==> src/mce_pkg.sv <==
/*
  Constants for the monitor calibration engine: configuration-memory
  offsets, field positions, channel codes and reset values.
  Assumes a single 50 MHz clock domain and byte-wide configuration memory.
*/
package mce_pkg;

  localparam int          MEM_DEPTH         = 256;
  localparam logic [7:0]  CFG_THREE_ADDR    = 8'h03;
  localparam logic [7:0]  CFG_SIX_ADDR      = 8'h06;
  localparam int          INT_CAL_BIT       = 0;
  localparam int          DELIM_SEL_LSB     = 5;
  localparam logic [1:0]  DELIM_PROGRAMMED  = 2'h1;
  localparam logic [7:0]  TEMP_OFFSET_ADDR  = 8'h4a;
  localparam logic [7:0]  SUPPLY_SLOPE_ADDR = 8'h4c;
  localparam logic [7:0]  BIAS_SLOPE_ADDR   = 8'h50;
  localparam logic [7:0]  TX_SLOPE_ADDR     = 8'h54;
  localparam logic [7:0]  RX_SLOPE0_ADDR    = 8'h28;
  localparam logic [7:0]  RX_SET_STRIDE     = 8'h04;
  localparam logic [7:0]  OFFSET_DISTANCE   = 8'h02;
  localparam logic [7:0]  DELIM_BASE_ADDR   = 8'hd0;
  localparam int          DELIM_COUNT       = 7;
  localparam logic [7:0]  MEM_RESET_VALUE   = 8'h00;
  localparam logic [15:0] RESULT_RESET      = 16'h0000;
  localparam int          TEMP_OFFSET_SHIFT = 7;
  localparam int          FRAC_BITS         = 8;

  // Built-in RX interval boundaries on the left-justified 16-bit code.
  localparam logic [15:0] FIXED_DELIM [DELIM_COUNT] = '{
    16'h2000, 16'h4000, 16'h6000, 16'h8000, 16'ha000, 16'hc000, 16'he000
  };

  typedef enum logic [2:0] {
    CH_TEMP   = 3'b000,
    CH_SUPPLY = 3'b001,
    CH_BIAS   = 3'b010,
    CH_TX     = 3'b011,
    CH_RX     = 3'b100
  } mce_chan_t;

endpackage

==> src/mce_top.sv <==
/*
  Monitor calibration engine: holds the configuration and coefficient
  bytes, formats or corrects each converter sample and keeps the results.
  Assumes samples arrive from logic on the same clock, one per strobe.
*/
`timescale 1ns/1ps
module mce_top
  import mce_pkg::*;
(
  input  wire logic        clk,              // 50 MHz clock
  input  wire logic        reset_n,          // Async reset, active low
  input  wire logic        mem_wr_en,        // Byte write strobe
  input  wire logic [7:0]  mem_addr,         // Byte address
  input  wire logic [7:0]  mem_wdata,        // Byte write data
  output logic      [7:0]  mem_rdata,        // Registered read data
  input  wire logic        sample_valid,     // Converter sample strobe
  input  wire logic [2:0]  sample_chan,      // Channel of the sample
  input  wire logic [11:0] sample_code,      // Raw converter code
  output logic [15:0] temperature_result_pair, // Temperature result
  output logic [15:0] supply_result_pair,    // Supply voltage result
  output logic [7:0]  bias_result_high,      // Bias result high byte
  output logic [7:0]  bias_result_low,       // Bias result low byte
  output logic [7:0]  tx_power_result_high,  // TX power high byte
  output logic [7:0]  tx_power_result_low,   // TX power low byte
  output logic [7:0]  rx_power_result_high,  // RX power high byte
  output logic [7:0]  rx_power_result_low,   // RX power low byte
  output logic        internal_cal_select    // Internal mode active
);

  logic        rst_sync1_ff;
  logic        rst_sync2_ff;
  logic [7:0]  mem_ff [MEM_DEPTH];
  logic [7:0]  rdata_ff;
  logic [15:0] temp_ff;
  logic [15:0] supply_ff;
  logic [15:0] bias_ff;
  logic [15:0] tx_ff;
  logic [15:0] rx_ff;
  logic [15:0] fmt_value;
  logic [7:0]  slope_addr;
  logic [15:0] slope_word;
  logic [15:0] offset_word;
  logic [2:0]  rx_index;
  logic [1:0]  delim_sel;
  logic        int_cal;
  logic        temp_chan;
  logic [15:0] cal_value;
  logic [15:0] nxt_result;

  // Reset release is synchronised; assertion stays asynchronous.
  always_ff @(posedge clk or negedge reset_n) begin
    if (!reset_n) begin
      rst_sync1_ff <= 1'b0;
      rst_sync2_ff <= 1'b0;
    end else begin
      rst_sync1_ff <= 1'b1;
      rst_sync2_ff <= rst_sync1_ff;
    end
  end

  // Two-byte coefficient fetch, high byte first in memory.
  function automatic logic [15:0] rd16(input logic [7:0] addr);
    logic [7:0] next_addr;
    next_addr = addr + 8'h01;
    rd16 = {mem_ff[addr], mem_ff[next_addr]};
  endfunction

  // Raw code placed in the stored result format of its channel.
  function automatic logic [15:0] format_raw(input logic [2:0]  chan,
                                             input logic [11:0] code);
    case (chan)
      CH_TEMP:   format_raw = {{7{code[8]}}, code[8:0]} << TEMP_OFFSET_SHIFT;
      CH_SUPPLY: format_raw = {code[7:0], 8'h00};
      CH_BIAS:   format_raw = {code[7:0], 8'h00};
      CH_TX:     format_raw = {code[7:0], 8'h00};
      CH_RX:     format_raw = {code, 4'h0};
      default:   format_raw = 16'h0000;
    endcase
  endfunction

  assign int_cal   = mem_ff[CFG_THREE_ADDR][INT_CAL_BIT];
  assign delim_sel = mem_ff[CFG_SIX_ADDR][DELIM_SEL_LSB +: 2];
  assign temp_chan = (sample_chan == CH_TEMP);
  assign fmt_value = format_raw(sample_chan, sample_code);

  // Interval index is the count of delimiters not above the code.
  always_comb begin
    logic [15:0] delim;
    logic [7:0]  daddr;
    delim    = 16'h0000;
    daddr    = 8'h00;
    rx_index = 3'h0;
    for (int i = 0; i < DELIM_COUNT; i++) begin
      daddr = DELIM_BASE_ADDR + 8'(2 * i);
      if (delim_sel == DELIM_PROGRAMMED) begin
        delim = rd16(daddr);
      end else begin
        delim = FIXED_DELIM[i];
      end
      if (fmt_value >= delim) begin
        rx_index = rx_index + 3'h1;
      end
    end
  end

  always_comb begin
    case (sample_chan)
      CH_SUPPLY: slope_addr = SUPPLY_SLOPE_ADDR;
      CH_BIAS:   slope_addr = BIAS_SLOPE_ADDR;
      CH_TX:     slope_addr = TX_SLOPE_ADDR;
      CH_RX:     slope_addr = RX_SLOPE0_ADDR +
                              8'(rx_index * RX_SET_STRIDE);
      default:   slope_addr = SUPPLY_SLOPE_ADDR;
    endcase
  end

  assign slope_word  = rd16(slope_addr);
  assign offset_word = rd16(slope_addr + OFFSET_DISTANCE);

  mce_cal_math u_math (
    .sample_fmt  (fmt_value),
    .slope       (slope_word),
    .offset      (offset_word),
    .temp_mode   (temp_chan),
    .temp_offset (mem_ff[TEMP_OFFSET_ADDR][5:0]),
    .cal_value   (cal_value)
  );

  // Temperature always takes its offset; others only when internal.
  always_comb begin
    if (temp_chan || int_cal) begin
      nxt_result = cal_value;
    end else begin
      nxt_result = fmt_value;
    end
  end

  // Configuration and coefficient bytes.
  always_ff @(posedge clk or negedge rst_sync2_ff) begin
    if (!rst_sync2_ff) begin
      for (int i = 0; i < MEM_DEPTH; i++) begin
        mem_ff[i] <= MEM_RESET_VALUE;
      end
    end else if (mem_wr_en) begin
      mem_ff[mem_addr] <= mem_wdata;
    end
  end

  always_ff @(posedge clk or negedge rst_sync2_ff) begin
    if (!rst_sync2_ff) begin
      rdata_ff <= MEM_RESET_VALUE;
    end else begin
      rdata_ff <= mem_ff[mem_addr];
    end
  end

  // A result word loads only on a strobe for its own channel.
  function automatic logic take_chan(input logic [2:0] chan);
    take_chan = sample_valid && (sample_chan == chan);
  endfunction

  // Result registers, one word per channel; codes 5 to 7 load nothing.
  always_ff @(posedge clk or negedge rst_sync2_ff) begin
    if (!rst_sync2_ff) begin
      temp_ff <= RESULT_RESET;
    end else if (take_chan(CH_TEMP)) begin
      temp_ff <= nxt_result;
    end
  end

  always_ff @(posedge clk or negedge rst_sync2_ff) begin
    if (!rst_sync2_ff) begin
      supply_ff <= RESULT_RESET;
    end else if (take_chan(CH_SUPPLY)) begin
      supply_ff <= nxt_result;
    end
  end

  always_ff @(posedge clk or negedge rst_sync2_ff) begin
    if (!rst_sync2_ff) begin
      bias_ff <= RESULT_RESET;
    end else if (take_chan(CH_BIAS)) begin
      bias_ff <= nxt_result;
    end
  end

  always_ff @(posedge clk or negedge rst_sync2_ff) begin
    if (!rst_sync2_ff) begin
      tx_ff <= RESULT_RESET;
    end else if (take_chan(CH_TX)) begin
      tx_ff <= nxt_result;
    end
  end

  always_ff @(posedge clk or negedge rst_sync2_ff) begin
    if (!rst_sync2_ff) begin
      rx_ff <= RESULT_RESET;
    end else if (take_chan(CH_RX)) begin
      rx_ff <= nxt_result;
    end
  end

  assign mem_rdata               = rdata_ff;
  assign temperature_result_pair = temp_ff;
  assign supply_result_pair      = supply_ff;
  assign bias_result_high        = bias_ff[15:8];
  assign bias_result_low         = bias_ff[7:0];
  assign tx_power_result_high    = tx_ff[15:8];
  assign tx_power_result_low     = tx_ff[7:0];
  assign rx_power_result_high    = rx_ff[15:8];
  assign rx_power_result_low     = rx_ff[7:0];
  assign internal_cal_select     = int_cal;

endmodule

==> src/mce_cal_math.sv <==
/*
  Combinational slope and offset arithmetic with rounding and clamping.
  Assumes the caller presents a formatted 16-bit sample and coefficients.
*/
`timescale 1ns/1ps
module mce_cal_math
  import mce_pkg::*;
(
  input  wire logic [15:0] sample_fmt,   // Formatted sample
  input  wire logic [15:0] slope,        // Unsigned 8.8 slope
  input  wire logic [15:0] offset,       // Signed offset, result weight
  input  wire logic        temp_mode,    // Offset-only signed path
  input  wire logic [5:0]  temp_offset,  // Signed half-degree offset
  output logic      [15:0] cal_value     // Corrected value
);

  logic        [31:0] prod;
  logic signed [33:0] acc;
  logic signed [33:0] scaled;
  logic signed [17:0] temp_sum;

  always_comb begin
    prod   = sample_fmt * slope;
    acc    = $signed({2'b00, prod}) +
             ($signed({{18{offset[15]}}, offset}) <<< FRAC_BITS) +
             34'sh0_0000_0080;
    scaled = acc >>> FRAC_BITS;
    temp_sum = $signed({{2{sample_fmt[15]}}, sample_fmt}) +
               ($signed({{12{temp_offset[5]}}, temp_offset})
                <<< TEMP_OFFSET_SHIFT);
    if (temp_mode) begin
      if (temp_sum > 18'sh0_7fff) begin
        cal_value = 16'h7fff;
      end else if (temp_sum < -18'sh0_8000) begin
        cal_value = 16'h8000;
      end else begin
        cal_value = temp_sum[15:0];
      end
    end else if (scaled < 0) begin
      cal_value = 16'h0000;
    end else if (scaled > 34'sh0_0000_ffff) begin
      cal_value = 16'hffff;
    end else begin
      cal_value = scaled[15:0];
    end
  end

endmodule

==> config.mk <==
export PLATFORM = sky130hd
export DESIGN_NAME = mce_top
export DESIGN_NICKNAME = d
export VERILOG_FILES = /design/src/mce_pkg.sv /design/src/mce_top.sv /design/src/mce_cal_math.sv
export SDC_FILE = /design/constraint.sdc
export NUM_CORES = 2
export LEC_CHECK = 0
export BUFFER_PORTS_ARGS = -buffer_cell sky130_fd_sc_hd__buf_4
export CORE_MARGIN = 2
export CORE_UTILIZATION = 30
export CTS_BUF_LIST = sky130_fd_sc_hd__clkbuf_16
export CTS_CLUSTER_DIAMETER = 40
export DETAILED_ROUTE_END_ITERATION = 8
export PLACE_DENSITY_LB_ADDON = 0.12
export SLEW_MARGIN = 5
export SYNTH_ARGS = -nofsm -noshare
export SYNTH_HDL_FRONTEND = slang
export SYNTH_HIERARCHICAL = 1
export SYNTH_SLANG_ARGS = --single-unit
==> constraint.sdc <==
create_clock -name clk -period 68.6 [get_ports clk]
set_input_delay 6.86 -clock clk [delete_from_list [all_inputs] [get_ports clk]]
set_output_delay 6.86 -clock clk [all_outputs]
set_load 0.01 [all_outputs]
[Yosys cells after proc, flatten, opt, wreduce, memory -nomap -nowiden]
Cells that the tools add are included.
Operators by class
  reduce and logical (&&, ||, !) cells: 9
  bitwise operators: 5
  $mul: 1
  $add $sub $neg: 13
  muxes and demuxes: 40
  magnitude comparators: 17
  equal/unequal tests: 5
Operator list (number)
  $bwmux 2048: 1
  $bmux 8 s8: 5
  $mux 16: 13
  $ge 16x16->1: 7
  $mux 8: 11
  $demux 8 s8: 1
  $pmux 16 s3: 1
  $ge 9x9->1 const B: 5
  $not 8->9: 5
  $add 33x24->34: 1
  $add 34x9->34 const B: 1
  $mul 16x16->32: 1
  $gt 26x17->1 const B: 1
  $lt 26x1->1 const B: 1
  $pmux 7 s3: 1
  $add 3x1->3 const B: 6
  $gt 18x16->1 const B: 1
  $lt 18x16->1 const B: 1
  $mux 3: 6
  $add 16x13->17: 1
  $add 8x1->8 const B: 2
  $lt 9x1->1 const B: 1
  $add 8x2->8 const B: 1
  $add 6x5->7 const A: 1
  9 further kinds: 15
Storage, ports and cells
  output and inout bits: 89
  register bits: 2138
  bits of input ports: 35

[Logic depth before layout (Yosys ltp)]
  depth after elaboration: 32
  mapped depth: 80
  depth with buffers taken out: 73

[Cells and area by module]
The synthesis kept the hierarchy.
Modules (own cells, without submodules)
  mce_top: times used 1, cells each 6803, area each 102221.8 um^2
  mce_cal_math: times used 1, cells each 1264, area each 10458.8 um^2

[Worst setup path after synthesis]
Ideal clock, no wire load.
  path type: in2reg
  from: input sample_chan[1]
  to: register bias_ff[14]
  required time: 68.466 ns
  path buffers: 8
  setup time: 0.134 ns
  arrival: 22.289 ns
  path slack: 46.177 ns
  stages: 72
  cell sequence: buf_2 > nor2_1 > clkbuf_1 > and3_1 > ha_1 > o21a_1 > o21a_1 > o21a_1 > o21a_1 > o21a_1 > o21ai_0 > a32oi_1 > o21ai_0 > nand2_1 > o211ai_1 > a21oi_1 > ha_1 > inv_1 > [... 36 more ...] > nor4b_2 > nor3_4 > o21bai_2 > a311o_1 > xor2_1 > ha_1 > clkbuf_1 > o21ai_0 > nor2_1 > a211oi_1 > a21boi_1 > o21ai_0 > or3_4 > buf_6 > a2111oi_0 > o21ai_1 > mux2i_1 > o21ai_0
On the way
  elaborated cells between the ends (all ways): 64
  classes of those cells: add/sub: 13; mul: 1; order compare: 11; eq/ne: 4; mux: 27; bitwise: 4; reduce/logical: 4
RTL lines
  start, declared: line mce_top.sv:17  | input wire logic [2:0] sample_chan,
  $eq 3x1->1 or $eq 3x2->1 (tied branches): line mce_top.sv:71  | case (chan)
  $reduce_or 3->1 (no line)
  $pmux 16 s3 (*): line mce_top.sv:71
  via fmt_value[4]: line mce_top.sv:39  | logic [15:0] fmt_value;
  $ge 16x16->1: line mce_top.sv:100  | if (fmt_value >= delim) begin
  $mux 1: line mce_top.sv:100
  $add 3x1->3: line mce_top.sv:101  | rx_index = rx_index + 3'h1;
  $mux 3: line mce_top.sv:100
  [... 16 more ...]
  via slope_word[8]: line mce_top.sv:41  | logic [15:0] slope_word;
  [... 1 more ...]
  $add 33x24->34 (*): line mce_cal_math.sv:24  | acc = $signed({2'b00, prod}) +
  $add 34x9->34 (*): line mce_cal_math.sv:25  | ($signed({{18{offset[15]}}, offset}) <<< FRAC_BITS) +
  $gt 26x17->1: line mce_cal_math.sv:41  | end else if (scaled > 34'sh0_0000_ffff) begin
  $mux 16: line mce_cal_math.sv:41
  $mux 16 (*): line mce_cal_math.sv:39  | end else if (scaled < 0) begin
  $mux 16 (*): line mce_cal_math.sv:31  | if (temp_mode) begin
  via cal_value[14]: line mce_top.sv:47  | logic [15:0] cal_value;
  $mux 16 (*): line mce_top.sv:131  | if (temp_chan || int_cal) begin
  end signal, assigned: line mce_top.sv:183  | bias_ff <= nxt_result;
  end, declared: line mce_top.sv:36  | logic [15:0] bias_ff;
Mark *: on every way through the listed nets, which the timed path passes. The rest lies on a longest branch. The select of a mux whose other input is x is not followed.
A chain may end at the register's enable or synchronous reset.

[Final worst setup path]
  from: input sample_chan[0]
  to: register rx_ff[9]
On the way
  word-level cells in the longest chain between the ends: 32
  elaborated cells between the ends (all ways): 64
  classes of those cells: add/sub: 13; mul: 1; order compare: 11; eq/ne: 4; mux: 27; bitwise: 4; reduce/logical: 4
RTL lines
  $eq 3x1->1 or $eq 3x2->1 (tied branches): line mce_top.sv:71
  $reduce_or 3->1 (no line)
  $pmux 16 s3 (*): line mce_top.sv:71
  via fmt_value[4]: line mce_top.sv:39
  $ge 16x16->1: line mce_top.sv:100
  $mux 1: line mce_top.sv:100
  $add 3x1->3: line mce_top.sv:101
  $mux 3: line mce_top.sv:100
  [... 17 more ...]
  via slope_word[6]: line mce_top.sv:41
  [... 1 more ...]
  $add 33x24->34 (*): line mce_cal_math.sv:24
  $add 34x9->34 (*): line mce_cal_math.sv:25
  $gt 26x17->1: line mce_cal_math.sv:41
  $mux 16: line mce_cal_math.sv:41
  $mux 16 (*): line mce_cal_math.sv:39
  $mux 16 (*): line mce_cal_math.sv:31
  via cal_value[9]: line mce_top.sv:47
  $mux 16 (*): line mce_top.sv:131
  end signal, assigned: line mce_top.sv:199  | rx_ff <= nxt_result;
  end, declared: line mce_top.sv:38  | logic [15:0] rx_ff;
Marked as above.

==> out/qor.yml <==
outcome: "completed"
hold_viol: 0
vias_per_cell: 5.30
chipWidth_um: 617
initial_core_util_pct: 30.1
pin_count: 124
critPathRequiredTime_ps: 69400
cts_sinks: 2138
reg2reg_slack_ps: 50320
max_freq_mhz: 40.8
netlist_instances: 8067
fin_nets: 8666
setup_violations: 0
path_clk_slew_ps: 50
final_cell_mix: "dfrtp_1, mux2_2, mux4_2, nand2_1, clkbuf_16"
postRouteAntennaNets: 0
syn_to_final_growth_pct: 18.6
comb_power_share_pct: 17.5
clock_skew_ps: 112
cpPeakStageDelay_ps: 830
cts_made_buffers: 410
seqPwrFrac_pct: 33.1
syn_area_um2: 113000
yosysTopAreaCell: "dfrtp_1"
grt_pass1_wl_um: 584000
port_buffers: 123
p_leak_nw: 61.8
track_usage_pct: 21.0
ys_ff_latch: 2138
synth_area_per_cell_um2: 14.0
crit_top_cell: "ha_1"
fin_crit_sh_pct: 35.7
end_kind: "register"
period_minus_slack_ps: 24520
rsz0062_at_grt: "no"
clkPwrFrac_pct: 49.5
clockBufferDepth: 4
ir_drop_uv: 23.2
worst_pin_slew_ps: 1300
yosysSeqAreaShare_pct: 47.5
synthFlopType: "dfrtp_1"
tns_ps: 0
core-area_um2: 375000
power.internal_mw: 2.96
drt_iter0_markers: 5341
finalInstanceArea_um2: 134000
die_h_um: 617
worst_path_max_delay_cell: "nor2_1"
cts_tree: "yes"
slew_headroom_pct: 13.2
drive_gt1_share_pct: 43.6
routedWlPerCell_um: 29.7
rr_worst_depth: 69
vias: 71852
reg2reg_to: "rx_ff[9]"
arrival_ps: 25330
drt-pass1-iter-count: 6
finalHoldWorstSlack_ps: 321
drc: 0
cts-hold-fix-buffers: 0
antenna_found_initial: 18
reg2reg_from: "delim_sel[0]"
dp.final_hpwl_um: 270000
setup_ws_ps: 44080
preCtsSetupSlack_ps: 43300
p_switching_mw: 1.22
root_buffer: "clkbuf_16"
insertion_delay_ps: 990
drv_slew: 0
cts_resized: 0
power_density_nw_per_um2: 31.3
overflow: 0
synth_edf_count: 0
grt_max_degree: 165
path_class: "in -> reg"
post_cts_buffers: 0
yosysTopAreaCellShare_pct: 47.5
die_area_um2: 381000
maxCapViolations: 0
final_common_cell: "dfrtp_1"
utilization_pct: 35.7
synth.distinct_cells: 94
core.rowCount: 225
htreeDepth: 5
swShare_pct: 29.2
yosys-top-cells-area: "dfrtp_1, mux2_2, mux4_2"
placed_cell_area_um2: 119000
gp_congestion: 0.864
start_kind: "input port"
cp_max_fo: 66
totalWireLength_um: 403000
grt_pass1_vias: 76291
synth-async-reset-ratio_pct: 100
hold_class: "reg -> async"
ys_warn_count: 6
sequential cells by signal (all words and copies together), names as in the netlist:
register and cells:
mem_ff 2045, bias_ff 16, rx_ff 16, supply_result_pair 16
temperature_result_pair 16, tx_ff 16, mem_rdata 8, delim_sel 2
internal_cal_select 1, rst_sync1_ff 1, rst_sync2_ff 1
worst max-delay path, delay by kind of cell:
family                     cells  cell delay (ps)
buffers and inverters         10             2610
xor gates and xnor gates       1              170
and+or+nand+nor               15             2920
muxes                          2              520
adders and majority gates     15             5740
AOI/OAI and AO/OA             27             6360
cells by family after synthesis:
group | Yosys count | share of synthesized area (%)
flip-flops | 2138 | 47.5
XOR/XNOR | 48 | 0.386
AO/OA/AOI/OAI | 750 | 4.78
buffers and inverters | 832 | 2.84
adder cells (fa/ha/maj) | 418 | 5.94
multiplexers | 2777 | 34.2
other | 2 | 0.00666
AND/OR/NAND/NOR | 1102 | 4.42
cell type report:
type                       count  area [um2]
antenna                       11        27.5
clock buffer                 417       10400
clock inverter               341        3740
fill                       36089      241000
inverter                     260         976
multi-input combinational   5127       56400
sequential                  2138       53500
tap                         4994        6250
timing repair buffer         279        2300
power groups by stage:
stage / Sequential (mW) / Clock (mW) / Combinational, mW
final: 1.38 / 2.07 / 0.730
after global placement: 1.40 / 0 / 0.733
after floorplan: 1.41 / 0 / 0.453
after CTS: 1.38 / 2.11 / 0.740
after detailed placement: 1.40 / 0 / 0.737
after global routing: 1.39 / 2.17 / 0.798
per-layer routing:
metal | routed length (um) | track usage (%) | up-vias
met2 | 195000 | 35.0 | 1843
li1 | - | - | 30285
met5 | 50 | 0 | -
met3 | 17900 | 2.88 | 604
met4 | 14500 | 7.24 | 8
met1 | 176000 | 28.1 | 39112
synth_stat cells (16+ instances only):
cell type / instances
a21o_1: 33
a21oi_1: 97
a221o_1: 28
a221oi_1: 39
a22o_1: 28
a22oi_1: 155
a31oi_1: 46
and2_1: 124
and3_1: 18
buf_1: 86
buf_2: 22
clkbuf_1: 457
dfrtp_1: 2138
fa_1: 195
ha_1: 220
inv_1: 258
mux2_2: 2071
mux2i_1: 57
mux4_2: 647
nand2_1: 508
nand3_1: 75
nand4_1: 16
nor2_1: 248
nor2b_1: 19
nor3_1: 26
o21a_1: 28
o21ai_0: 131
o221ai_1: 32
xnor2_1: 31
xor2_1: 16
worst max-delay path by stage:
stage	from	endpoint	slack (ps)
floorplan	rst_sync2_ff	bias_ff[0]	4590
finish	sample_chan[0]	rx_ff[9]	44080
global placement	sample_chan[0]	rx_ff[9]	43360
detailed placement	sample_chan[0]	rx_ff[9]	43300
global route	sample_chan[0]	rx_ff[4]	42720
CTS	sample_chan[0]	rx_ff[9]	44280
stage by stage:
step / total power, mW / std cells
6_report: 4.18 / 13567
5_1_grt: 4.36 / 13561
4_1_cts: 4.23 / 13556
3_5_place_dp: 2.14 / 12798
3_3_place_gp: 2.13 / 12798
2_1_floorplan: 1.86 / 8097
No activity file was read; power rests on OpenSTA's default activity.
